--- src/common/pin_change_pkg.sv ---
// package for the pin change interrupt unit: register map, field layout, reset values
// assumes an 8-bit register port with a 4-bit word address and one system clock
package pin_change_pkg;

   // ==========================================================
   // bus geometry
   localparam int ADDR_W    = 4;
   localparam int DATA_W    = 8;
   localparam int NUM_PORTS = 3;
   localparam int PORT_W    = 8;

   // ==========================================================
   // register map: three registers per port, then the shared ones
   localparam logic [3:0] OFF_PORT_BASE  = 4'h0;
   localparam logic [3:0] PORT_STRIDE    = 4'h3;
   localparam logic [3:0] KIND_RISE      = 4'h0;
   localparam logic [3:0] KIND_FALL      = 4'h1;
   localparam logic [3:0] KIND_FLAGS     = 4'h2;
   localparam logic [3:0] OFF_CONTROL    = 4'h9;
   localparam logic [3:0] OFF_SUMMARY    = 4'ha;
   localparam logic [3:0] OFF_EVT_STATUS = 4'hb;
   localparam logic [3:0] OFF_EVT_MASK   = 4'hc;

   // ==========================================================
   // implemented bits of each port (index 0 = port a)
   localparam logic [7:0] PORTA_IMPL = 8'h3f;
   localparam logic [7:0] PORTB_IMPL = 8'hf0;
   localparam logic [7:0] PORTC_IMPL = 8'hff;
   localparam logic [NUM_PORTS-1:0][7:0] PORT_IMPL = {PORTC_IMPL, PORTB_IMPL, PORTA_IMPL};

   // ==========================================================
   // field positions
   localparam int CTRL_MASTER_EN_BIT = 0;
   localparam int SUMMARY_FLAG_BIT   = 0;

   // ==========================================================
   // reset values
   localparam logic [7:0] ENABLE_RESET     = 8'h00;
   localparam logic [7:0] FLAGS_RESET      = 8'h00;
   localparam logic [7:0] CONTROL_RESET    = 8'h00;
   localparam logic [7:0] EVT_STATUS_RESET = 8'h00;
   localparam logic [7:0] EVT_MASK_RESET   = 8'h00;
   localparam logic [7:0] RDATA_RESET      = 8'h00;

endpackage

--- src/design/pin_edge_detect.sv ---
// per-port pin synchroniser and rising/falling edge detector
// assumes pins are sampled on clk_sys_in; enables come from the register block
`timescale 1ns/1ns
module pin_edge_detect #(
   parameter int         WIDTH     = 8,
   parameter logic [7:0] IMPL_MASK = 8'hff
) (
   input  wire logic             clk_sys_in,
   input  wire logic             nrst_in,
   input  wire logic [WIDTH-1:0] pins_in,
   input  wire logic [WIDTH-1:0] rise_en_in,
   input  wire logic [WIDTH-1:0] fall_en_in,
   output logic      [WIDTH-1:0] set_out
);

   // ==========================================================
   // synchroniser and history
   logic [WIDTH-1:0] sync1_reg;
   logic [WIDTH-1:0] sync2_reg;
   logic [WIDTH-1:0] prev_reg;
   logic [WIDTH-1:0] rise_hit;
   logic [WIDTH-1:0] fall_hit;

   // three flops per pin (sync1, sync2, prev); sync1 is read by sync2 only, so edges come from sync2 vs prev
   always_ff @(posedge clk_sys_in or negedge nrst_in) begin
      if (!nrst_in) begin
         sync1_reg <= '0;
         sync2_reg <= '0;
         prev_reg  <= '0;
      end else begin
         sync1_reg <= pins_in;
         sync2_reg <= sync1_reg;
         prev_reg  <= sync2_reg;
      end
   end

   // ==========================================================
   // edge qualification
   // both detectors run side by side, so a pin may watch both polarities
   always_comb begin
      rise_hit = sync2_reg & ~prev_reg & rise_en_in;
      fall_hit = ~sync2_reg & prev_reg & fall_en_in;
      set_out  = (rise_hit | fall_hit) & IMPL_MASK[WIDTH-1:0];
   end

endmodule

--- src/design/pin_change_unit.sv ---
// pin change interrupt unit: edge enables, change flags, summary flag, irq and wake
// assumes a simple register port (read data one cycle later) and pins synchronous-safe
//
// Notes on behaviour
// - per-pin rising detector gated by rise enable
// - per-pin falling detector gated by fall enable
// - both enables set detect either polarity
// - enabled edge sets flag; request needs master
// - master off: flags still set, no request
// - summary flag is OR of flags, read-only
// - writing zero to a flag clears it
// - edge during clearing write leaves flag set
// - change event wakes sleep only with master
// - port a rise enables bits 5-0, 7-6 zero
// - port a fall enables bits 5-0, 7-6 zero
// - port a flags bits 5-0, 7-6 zero
// - port b uses bits 7-4 only
// - port c uses all eight bits
`timescale 1ns/1ns
module pin_change_unit (
   input  wire logic        clk_sys_in,
   input  wire logic        nrst_in,
   // register port
   input  wire logic [3:0]  addr_in,
   input  wire logic [7:0]  wdata_in,
   input  wire logic        wr_in,
   input  wire logic        rd_in,
   output logic      [7:0]  rdata_out,
   // external pins
   input  wire logic [7:0]  porta_pins_in,
   input  wire logic [7:0]  portb_pins_in,
   input  wire logic [7:0]  portc_pins_in,
   // power state and requests
   input  wire logic        sleep_in,
   output logic             irq_out,
   output logic             summary_flag_out,
   output logic             wake_out
);

   localparam int NP = pin_change_pkg::NUM_PORTS;

   // ==========================================================
   // address map, word index on addr_in
   //   0x0 .. 0x2  port a: rise enable, fall enable, change flags (bits 5-0)
   //   0x3 .. 0x5  port b: the same three registers, bits 7-4 only
   //   0x6 .. 0x8  port c: the same three registers, all eight bits
   //   0x9         control: bit 0 is the master change enable
   //   0xa         summary: bit 0 is the or of every flag, read-only
   //   0xb         event status: one sticky bit per port, write one to clear
   //   0xc         event mask: one bit per port, gates irq_out only
   //   0xd .. 0xf  unmapped: reads give zero, writes are dropped

   // ==========================================================
   // helper functions
   // byte address of one of the three registers belonging to a port
   // ports sit three words apart, so port p owns words 3p to 3p+2
   function automatic logic [3:0] port_addr(input int port, input logic [3:0] kind);
      logic [7:0] full;
      full = 8'(pin_change_pkg::OFF_PORT_BASE) + 8'(pin_change_pkg::PORT_STRIDE) * 8'(port)
             + 8'(kind);
      return full[3:0];
   endfunction

   // one write-to-register decision, used by every writable register
   function automatic logic hit(input logic [3:0] a, input logic [3:0] target);
      return a == target;
   endfunction

   // next value of a hardware-set flag byte: write replaces, then sets are merged
   // the or after the write makes a coinciding edge win over a clearing write
   function automatic logic [7:0] flag_step(input logic [7:0] cur,
                                            input logic [7:0] set,
                                            input logic       wr,
                                            input logic [7:0] wdata,
                                            input logic [7:0] impl);
      logic [7:0] base;
      base = wr ? wdata : cur;
      return (base | set) & impl;
   endfunction

   // ==========================================================
   // state
   // one entry per port in each array, index 0 is port a
   logic [7:0]    rise_en_reg  [NP];
   logic [7:0]    fall_en_reg  [NP];
   logic [7:0]    flags_reg    [NP];
   logic [7:0]    flags_next   [NP];
   logic [7:0]    set_pulse    [NP];
   logic [7:0]    pins         [NP];
   logic [7:0]    control_reg;
   logic [NP-1:0] evt_status_reg;
   logic [NP-1:0] evt_status_next;
   logic [NP-1:0] evt_mask_reg;
   logic [NP-1:0] evt_pulse;
   logic [7:0]    rdata_reg;
   logic [7:0]    rdata_next;
   logic          irq_reg;
   logic          wake_reg;
   logic          summary;
   logic          master_en;
   logic [7:0]    control_next;
   logic [NP-1:0] wr_rise;
   logic [NP-1:0] wr_fall;
   logic [NP-1:0] wr_flags;
   logic          wr_control;
   logic          wr_evt_status;
   logic          wr_evt_mask;

   assign pins[0] = porta_pins_in;
   assign pins[1] = portb_pins_in;
   assign pins[2] = portc_pins_in;

   assign master_en = control_reg[pin_change_pkg::CTRL_MASTER_EN_BIT];

   // ==========================================================
   // edge detection, one detector block per port
   // detection runs whatever the master enable says; it only gates requests
   // the synchroniser costs latency: a pin change reaches the flags three
   // edges later, and a pulse shorter than one clock may be missed
   for (genvar p = 0; p < NP; p++) begin : g_port
      pin_edge_detect #(
         .WIDTH     (8),
         .IMPL_MASK (pin_change_pkg::PORT_IMPL[p])
      ) u_detect (
         .clk_sys_in (clk_sys_in),
         .nrst_in    (nrst_in),
         .pins_in    (pins[p]),
         .rise_en_in (rise_en_reg[p]),
         .fall_en_in (fall_en_reg[p]),
         .set_out    (set_pulse[p])
      );
   end

   // ==========================================================
   // write decode, shared by every register process so each address is
   // compared in one place; a strobe that matches no register changes nothing
   always_comb begin
      for (int p = 0; p < NP; p++) begin
         wr_rise[p]  = wr_in && hit(addr_in, port_addr(p, pin_change_pkg::KIND_RISE));
         wr_fall[p]  = wr_in && hit(addr_in, port_addr(p, pin_change_pkg::KIND_FALL));
         wr_flags[p] = wr_in && hit(addr_in, port_addr(p, pin_change_pkg::KIND_FLAGS));
      end
      wr_control    = wr_in && hit(addr_in, pin_change_pkg::OFF_CONTROL);
      wr_evt_status = wr_in && hit(addr_in, pin_change_pkg::OFF_EVT_STATUS);
      wr_evt_mask   = wr_in && hit(addr_in, pin_change_pkg::OFF_EVT_MASK);
   end

   // ==========================================================
   // edge enable registers
   // unimplemented bits are masked on write so they always read zero
   // enabling a pin that is already high does not flag it: only a later edge
   // does, since detection compares two successive samples
   always_ff @(posedge clk_sys_in or negedge nrst_in) begin
      if (!nrst_in) begin
         for (int p = 0; p < NP; p++) begin
            rise_en_reg[p] <= pin_change_pkg::ENABLE_RESET;
            fall_en_reg[p] <= pin_change_pkg::ENABLE_RESET;
         end
      end else begin
         for (int p = 0; p < NP; p++) begin
            if (wr_rise[p]) begin
               rise_en_reg[p] <= wdata_in & pin_change_pkg::PORT_IMPL[p];
            end
            if (wr_fall[p]) begin
               fall_en_reg[p] <= wdata_in & pin_change_pkg::PORT_IMPL[p];
            end
         end
      end
   end

   // ==========================================================
   // change flag next values
   // a write of zero clears; a detected edge in the same cycle still sets the bit
   // software should write back the byte it read with the seen bits removed;
   // a blind zero can drop an edge caught between its read and its write
   always_comb begin
      for (int p = 0; p < NP; p++) begin
         flags_next[p] = flag_step(flags_reg[p],
                                   set_pulse[p],
                                   wr_flags[p],
                                   wdata_in,
                                   pin_change_pkg::PORT_IMPL[p]);
      end
   end

   // change flag registers
   always_ff @(posedge clk_sys_in or negedge nrst_in) begin
      if (!nrst_in) begin
         for (int p = 0; p < NP; p++) begin
            flags_reg[p] <= pin_change_pkg::FLAGS_RESET;
         end
      end else begin
         for (int p = 0; p < NP; p++) begin
            flags_reg[p] <= flags_next[p];
         end
      end
   end

   // ==========================================================
   // summary flag: or of every port flag, taken from the registered flags
   always_comb begin
      summary = 1'b0;
      for (int p = 0; p < NP; p++) begin
         summary = summary | (|flags_reg[p]);
      end
   end

   assign summary_flag_out = summary;

   // ==========================================================
   // control register, only the master enable bit is implemented
   // the other bits are forced to zero here so they always read back zero
   always_comb begin
      control_next = control_reg;
      if (wr_control) begin
         control_next = 8'h00;
         control_next[pin_change_pkg::CTRL_MASTER_EN_BIT] =
            wdata_in[pin_change_pkg::CTRL_MASTER_EN_BIT];
      end
   end

   always_ff @(posedge clk_sys_in or negedge nrst_in) begin
      if (!nrst_in) begin
         control_reg <= pin_change_pkg::CONTROL_RESET;
      end else begin
         control_reg <= control_next;
      end
   end

   // ==========================================================
   // per-port event status, sticky and cleared by writing one
   // any enabled edge detected on a port raises its event bit; set beats a same-cycle clear
   always_comb begin
      for (int p = 0; p < NP; p++) begin
         evt_pulse[p] = |set_pulse[p];
      end
      evt_status_next = evt_status_reg;
      if (wr_evt_status) begin
         evt_status_next = evt_status_reg & ~wdata_in[NP-1:0];
      end
      evt_status_next = evt_status_next | evt_pulse;
   end

   always_ff @(posedge clk_sys_in or negedge nrst_in) begin
      if (!nrst_in) begin
         evt_status_reg <= pin_change_pkg::EVT_STATUS_RESET[NP-1:0];
      end else begin
         evt_status_reg <= evt_status_next;
      end
   end

   // event mask register, same layout as the status
   always_ff @(posedge clk_sys_in or negedge nrst_in) begin
      if (!nrst_in) begin
         evt_mask_reg <= pin_change_pkg::EVT_MASK_RESET[NP-1:0];
      end else if (wr_evt_mask) begin
         evt_mask_reg <= wdata_in[NP-1:0];
      end
   end

   // ==========================================================
   // interrupt request: the master enable gates everything, so flags may
   // keep collecting while software polls with the request held off
   // the request follows the sticky event bits, not the flags, so software
   // must clear the event bit to drop irq_out; clearing only the flags leaves it set
   always_ff @(posedge clk_sys_in or negedge nrst_in) begin
      if (!nrst_in) begin
         irq_reg <= 1'b0;
      end else begin
         irq_reg <= master_en && (|(evt_status_next & evt_mask_reg));
      end
   end

   assign irq_out = irq_reg;

   // ==========================================================
   // wake from sleep: one-cycle pulse on a fresh edge while asleep
   // the event mask does not gate wake, only the master enable does
   // flags pending when sleep starts do not wake; only a fresh edge does,
   // so a stale flag cannot bounce the device straight back out of sleep
   always_ff @(posedge clk_sys_in or negedge nrst_in) begin
      if (!nrst_in) begin
         wake_reg <= 1'b0;
      end else begin
         wake_reg <= sleep_in && master_en && (|evt_pulse);
      end
   end

   assign wake_out = wake_reg;

   // ==========================================================
   // read mux; unmapped addresses and the bits above each field read zero
   // every register reads through one registered byte, so a read returns
   // the value that stood at the read edge, never a half-updated one
   always_comb begin
      rdata_next = pin_change_pkg::RDATA_RESET;
      if (rd_in) begin
         for (int p = 0; p < NP; p++) begin
            if (hit(addr_in, port_addr(p, pin_change_pkg::KIND_RISE))) begin
               rdata_next = rise_en_reg[p];
            end
            if (hit(addr_in, port_addr(p, pin_change_pkg::KIND_FALL))) begin
               rdata_next = fall_en_reg[p];
            end
            if (hit(addr_in, port_addr(p, pin_change_pkg::KIND_FLAGS))) begin
               rdata_next = flags_reg[p];
            end
         end
         case (addr_in)
            pin_change_pkg::OFF_CONTROL: begin
               rdata_next = control_reg;
            end
            pin_change_pkg::OFF_SUMMARY: begin
               rdata_next = '0;
               rdata_next[pin_change_pkg::SUMMARY_FLAG_BIT] = summary;
            end
            pin_change_pkg::OFF_EVT_STATUS: begin
               rdata_next = {{(8-NP){1'b0}}, evt_status_reg};
            end
            pin_change_pkg::OFF_EVT_MASK: begin
               rdata_next = {{(8-NP){1'b0}}, evt_mask_reg};
            end
            default: begin
               rdata_next = rdata_next;
            end
         endcase
      end
   end

   // read data stands only in the cycle after the strobe, zero otherwise
   always_ff @(posedge clk_sys_in or negedge nrst_in) begin
      if (!nrst_in) begin
         rdata_reg <= pin_change_pkg::RDATA_RESET;
      end else begin
         rdata_reg <= rdata_next;
      end
   end

   assign rdata_out = rdata_reg;

endmodule

--- config.mk ---
export PLATFORM = sky130hd
export DESIGN_NAME = pin_change_unit
export DESIGN_NICKNAME = d
export VERILOG_FILES = /design/src/common/pin_change_pkg.sv /design/src/design/pin_edge_detect.sv /design/src/design/pin_change_unit.sv
export SDC_FILE = /design/constraint.sdc
export NUM_CORES = 1
export LEC_CHECK = 0
export ABC_CLOCK_PERIOD_IN_PS = 2640
export BUFFER_PORTS_ARGS = -buffer_cell sky130_fd_sc_hd__buf_2
export CAP_MARGIN = 20
export CORE_ASPECT_RATIO = 1.25
export CORE_UTILIZATION = 30
export DETAILED_ROUTE_END_ITERATION = 10
export SYNTH_ARGS = -nofsm -noshare
export SYNTH_HDL_FRONTEND = slang
export SYNTH_SLANG_ARGS = --single-unit
--- constraint.sdc ---
create_clock -name clk_sys_in -period 2.64 [get_ports clk_sys_in]
set_clock_uncertainty 0.1 [all_clocks]
set_input_delay 0.264 -clock clk_sys_in [delete_from_list [all_inputs] [get_ports clk_sys_in]]
set_output_delay 0.264 -clock clk_sys_in [all_outputs]
set_load 0.1 [all_outputs]
==> impl_metrics.ini <==
[route]
top_layer = met4
drt_iter0_markers = 291
drt_wl_total_um = 12870
drc_errors = 0
drt-vias-per-instance = 4.989
wl_met3_um = 665
drtPass1Iterations = 4
wl_met1_um = 5670
vias = 3677
wire_per_inst_um = 17.46
met2_length_um = 6235
ant_nets = 0

[power]
p_switching_mw = 1.425
intPower_mw = 4.001
cellPowerDensity_nw_per_um2 = 836.2
power_frac_comb_pct = 14.0
ir_worst_vdd_uv = 420.9
p_total_mw = 5.426
p_clk_share_pct = 42.5
p_seq_share_pct = 43.5
leakage_nw = 2.780
sw_frac_of_total_pct = 26.26

[worst_setup_path]
timing.critical_path.from = flags_reg[15]$_DFF_PN0_
crit_end = summary_flag_out
crit_arrival_ns = 2.19
slowest_stage = or4_1
r2r_end = irq_out$_DFF_PN0_
r2r_cells = 5
critPathTopFamily = simple AND/OR/NAND/NOR gates
max_stage_delay_ns = 0.54
path_class = reg2out
r2r_slack_ns = 0.64
critPathCaptureType = primary output
crit_fanout = 3
worstPathRequired_ns = 2.28
cp.depth = 3
r2r-start = fall_en_reg[13]$_DFFE_PN0P_
startpoint_type = flop
worst-path-buf-inv = 1
crit_chain = or4_1 > or4_4 > buf_2

[synth]
yosys-top-cells-count = dfrtp_1, mux2_2, nand2_1, o21ai_0, nand3b_1
yosysMostFrequentCell = dfrtp_1
netlist_top_cells_area = dfrtp_1, mux2_2, nand3b_1, nand2_1, o21ai_0
synthFlopType = dfrtp_1
syn-cell-area_um2 = 5185
netlist.top_cell.by_area = dfrtp_1
syn-num-nets = 468
async_reset_ff_share_pct = 100.0
synthCells = 427
yosysSeqAreaShare_pct = 60.33
netlist.area_leader.share_pct = 60.33
yosys_warnings = 0
synth.avg_cell_area_um2 = 12.14
synth_seq_cells = 125
synth_cell_types = 52
synth_edf_count = 0

[sta]
fin_ws_ns = 0.08428
setup_tns_ns = 0
worstMarginPinSlew_ns = 0.7288
relSlewSlack_pct = 50.97
finalCritPeriodShare_pct = 96.81
hold_viol = 0
setup_violations = 0
fin_crit_ns = 2.556
hold_slack_ns = 0.05021
drv_slew = 0
clock.fmax_ghz = 0.3913
rsz0062_at_grt = false

[placed_design]
gp_congestion = 0.8651
dp_hpwl_um = 9019
dp.cells = 688
pre_cts_slack_ns = 0.5187
numPortBuffers = 45

[global_routing]
grt_pass1_wl_um = 21180
grt_pass1_vias = 3836
grt_usage_pct = 15.85
grt_max_degree = 65
antenna_found_initial = 0
overflow = 0

[min_path]
hold_depth = 2
worst_hold_path_type = in2reg

[run_status]
outcome = finished, final reports clean

[finish]
layout-drive-gt1-share_pct = 26.89
final_nets = 548
multiInputGateArea_um2 = 1943
fill_cells = 1655
regArea_um2 = 3128
final_cell_count_no_fill = 737
diodes = 0
syn2layout_area_growth_pct = 25.14

[floorplan]
dieHeight_um = 149.0
core_area_um2 = 16840
io_pins = 52
die_area_um2 = 17820
die_w_um = 119.6
rows = 53
start_util_pct = 30.78

[clocking]
clk_latency_ns = 0.42
cts_tree = yes
cts_made_buffers = 17
cts_max_level = 4
cts.reportedPaths.clkPinSlew_ns = 0.05
clock-sinks = 125
cts_buffer_depth = 2
cts.root.buffer_cell = clkbuf_16

[job]
drv_cap = 0
worst min path at each step:
stage	from	endpoint	slack [ns]
after floorplan	nrst_in	control_reg[0]$_DFFE_PN0P_	-0.13
after global placement	nrst_in	g_port[2].u_detect.prev_reg[2]$_DFF_PN0_	0.08
after detailed placement	nrst_in	g_port[2].u_detect.sync1_reg[2]$_DFF_PN0_	0.09
after CTS	wdata_in[3]	fall_en_reg[19]$_DFFE_PN0P_	0.04
after global routing	wdata_in[3]	fall_en_reg[19]$_DFFE_PN0P_	0.05
final	wdata_in[3]	fall_en_reg[3]$_DFFE_PN0P_	0.05
logic make-up after synthesis:
kind of cell | Yosys count | synth area share (%)
xor+xnor | 1 | 0.1689
compound gates | 97 | 12.50
simple gates | 128 | 13.73
flops | 125 | 60.33
buf+inv | 27 | 2.316
mux | 49 | 10.96
repair_timing:
item                       4_1_cts  5_1_grt
setup endpoints to repair        0        1
hold buffers                    20        0
resized for setup                0        1
setup buffers                    0        0
hold endpoints to repair        41        0
routing by layer:
| metal | vias up | track usage, % |
|---|---|---|
| li1 | 1710 | - |
| met1 | 1843 | 19.80 |
| met2 | 104 | 25.43 |
| met3 | 20 | 4.472 |
| met4 | 0 | 7.187 |
| met5 | - | 0 |
layout by cell type, fill, tap and decap left out, types with 4 or more instances in the layout:
cell type / instances
mux2_2: 42
o21ai_0: 30
clkbuf_16: 17
nor2b_1: 11
dfrtp_1: 125
nand3b_1: 21
a21oi_1: 13
a211o_1: 16
nand2_1: 41
buf_2: 44
buf_4: 10
a31oi_1: 5
mux2i_1: 5
clkinv_2: 4
nor2_1: 18
dlygate4sd3_1: 20
nand3_1: 11
nor4_1: 6
inv_1: 12
power groups by stage:
stage / sequential [mW] / combinational (mW) / clock, mW
2_1_floorplan: 2.43 / 0.410 / 0
3_3_place_gp: 2.38 / 0.725 / 0
3_5_place_dp: 2.39 / 0.738 / 0
4_1_cts: 2.36 / 0.767 / 2.36
5_1_grt: 2.39 / 0.832 / 2.45
6_report: 2.36 / 0.761 / 2.31
area by class of cell:
cell class | count | area share (%)
inverters | 13 | 0.7520
flip-flops and latches | 125 | 48.21
clock inverters | 8 | 1.813
clock buffers | 21 | 7.096
repair buffers | 75 | 7.944
multi-input cells | 275 | 29.95
well taps | 220 | 4.242
per-stage QoR:
step	instance area, µm²	utilization [%]
final	6489	38.52
after global routing	6489	38.52
after CTS	6482	38.49
after detailed placement	5704	33.87
after global placement	5704	33.87
after floorplan	5185	-
Note: power is estimated with default switching activity, not from simulation.
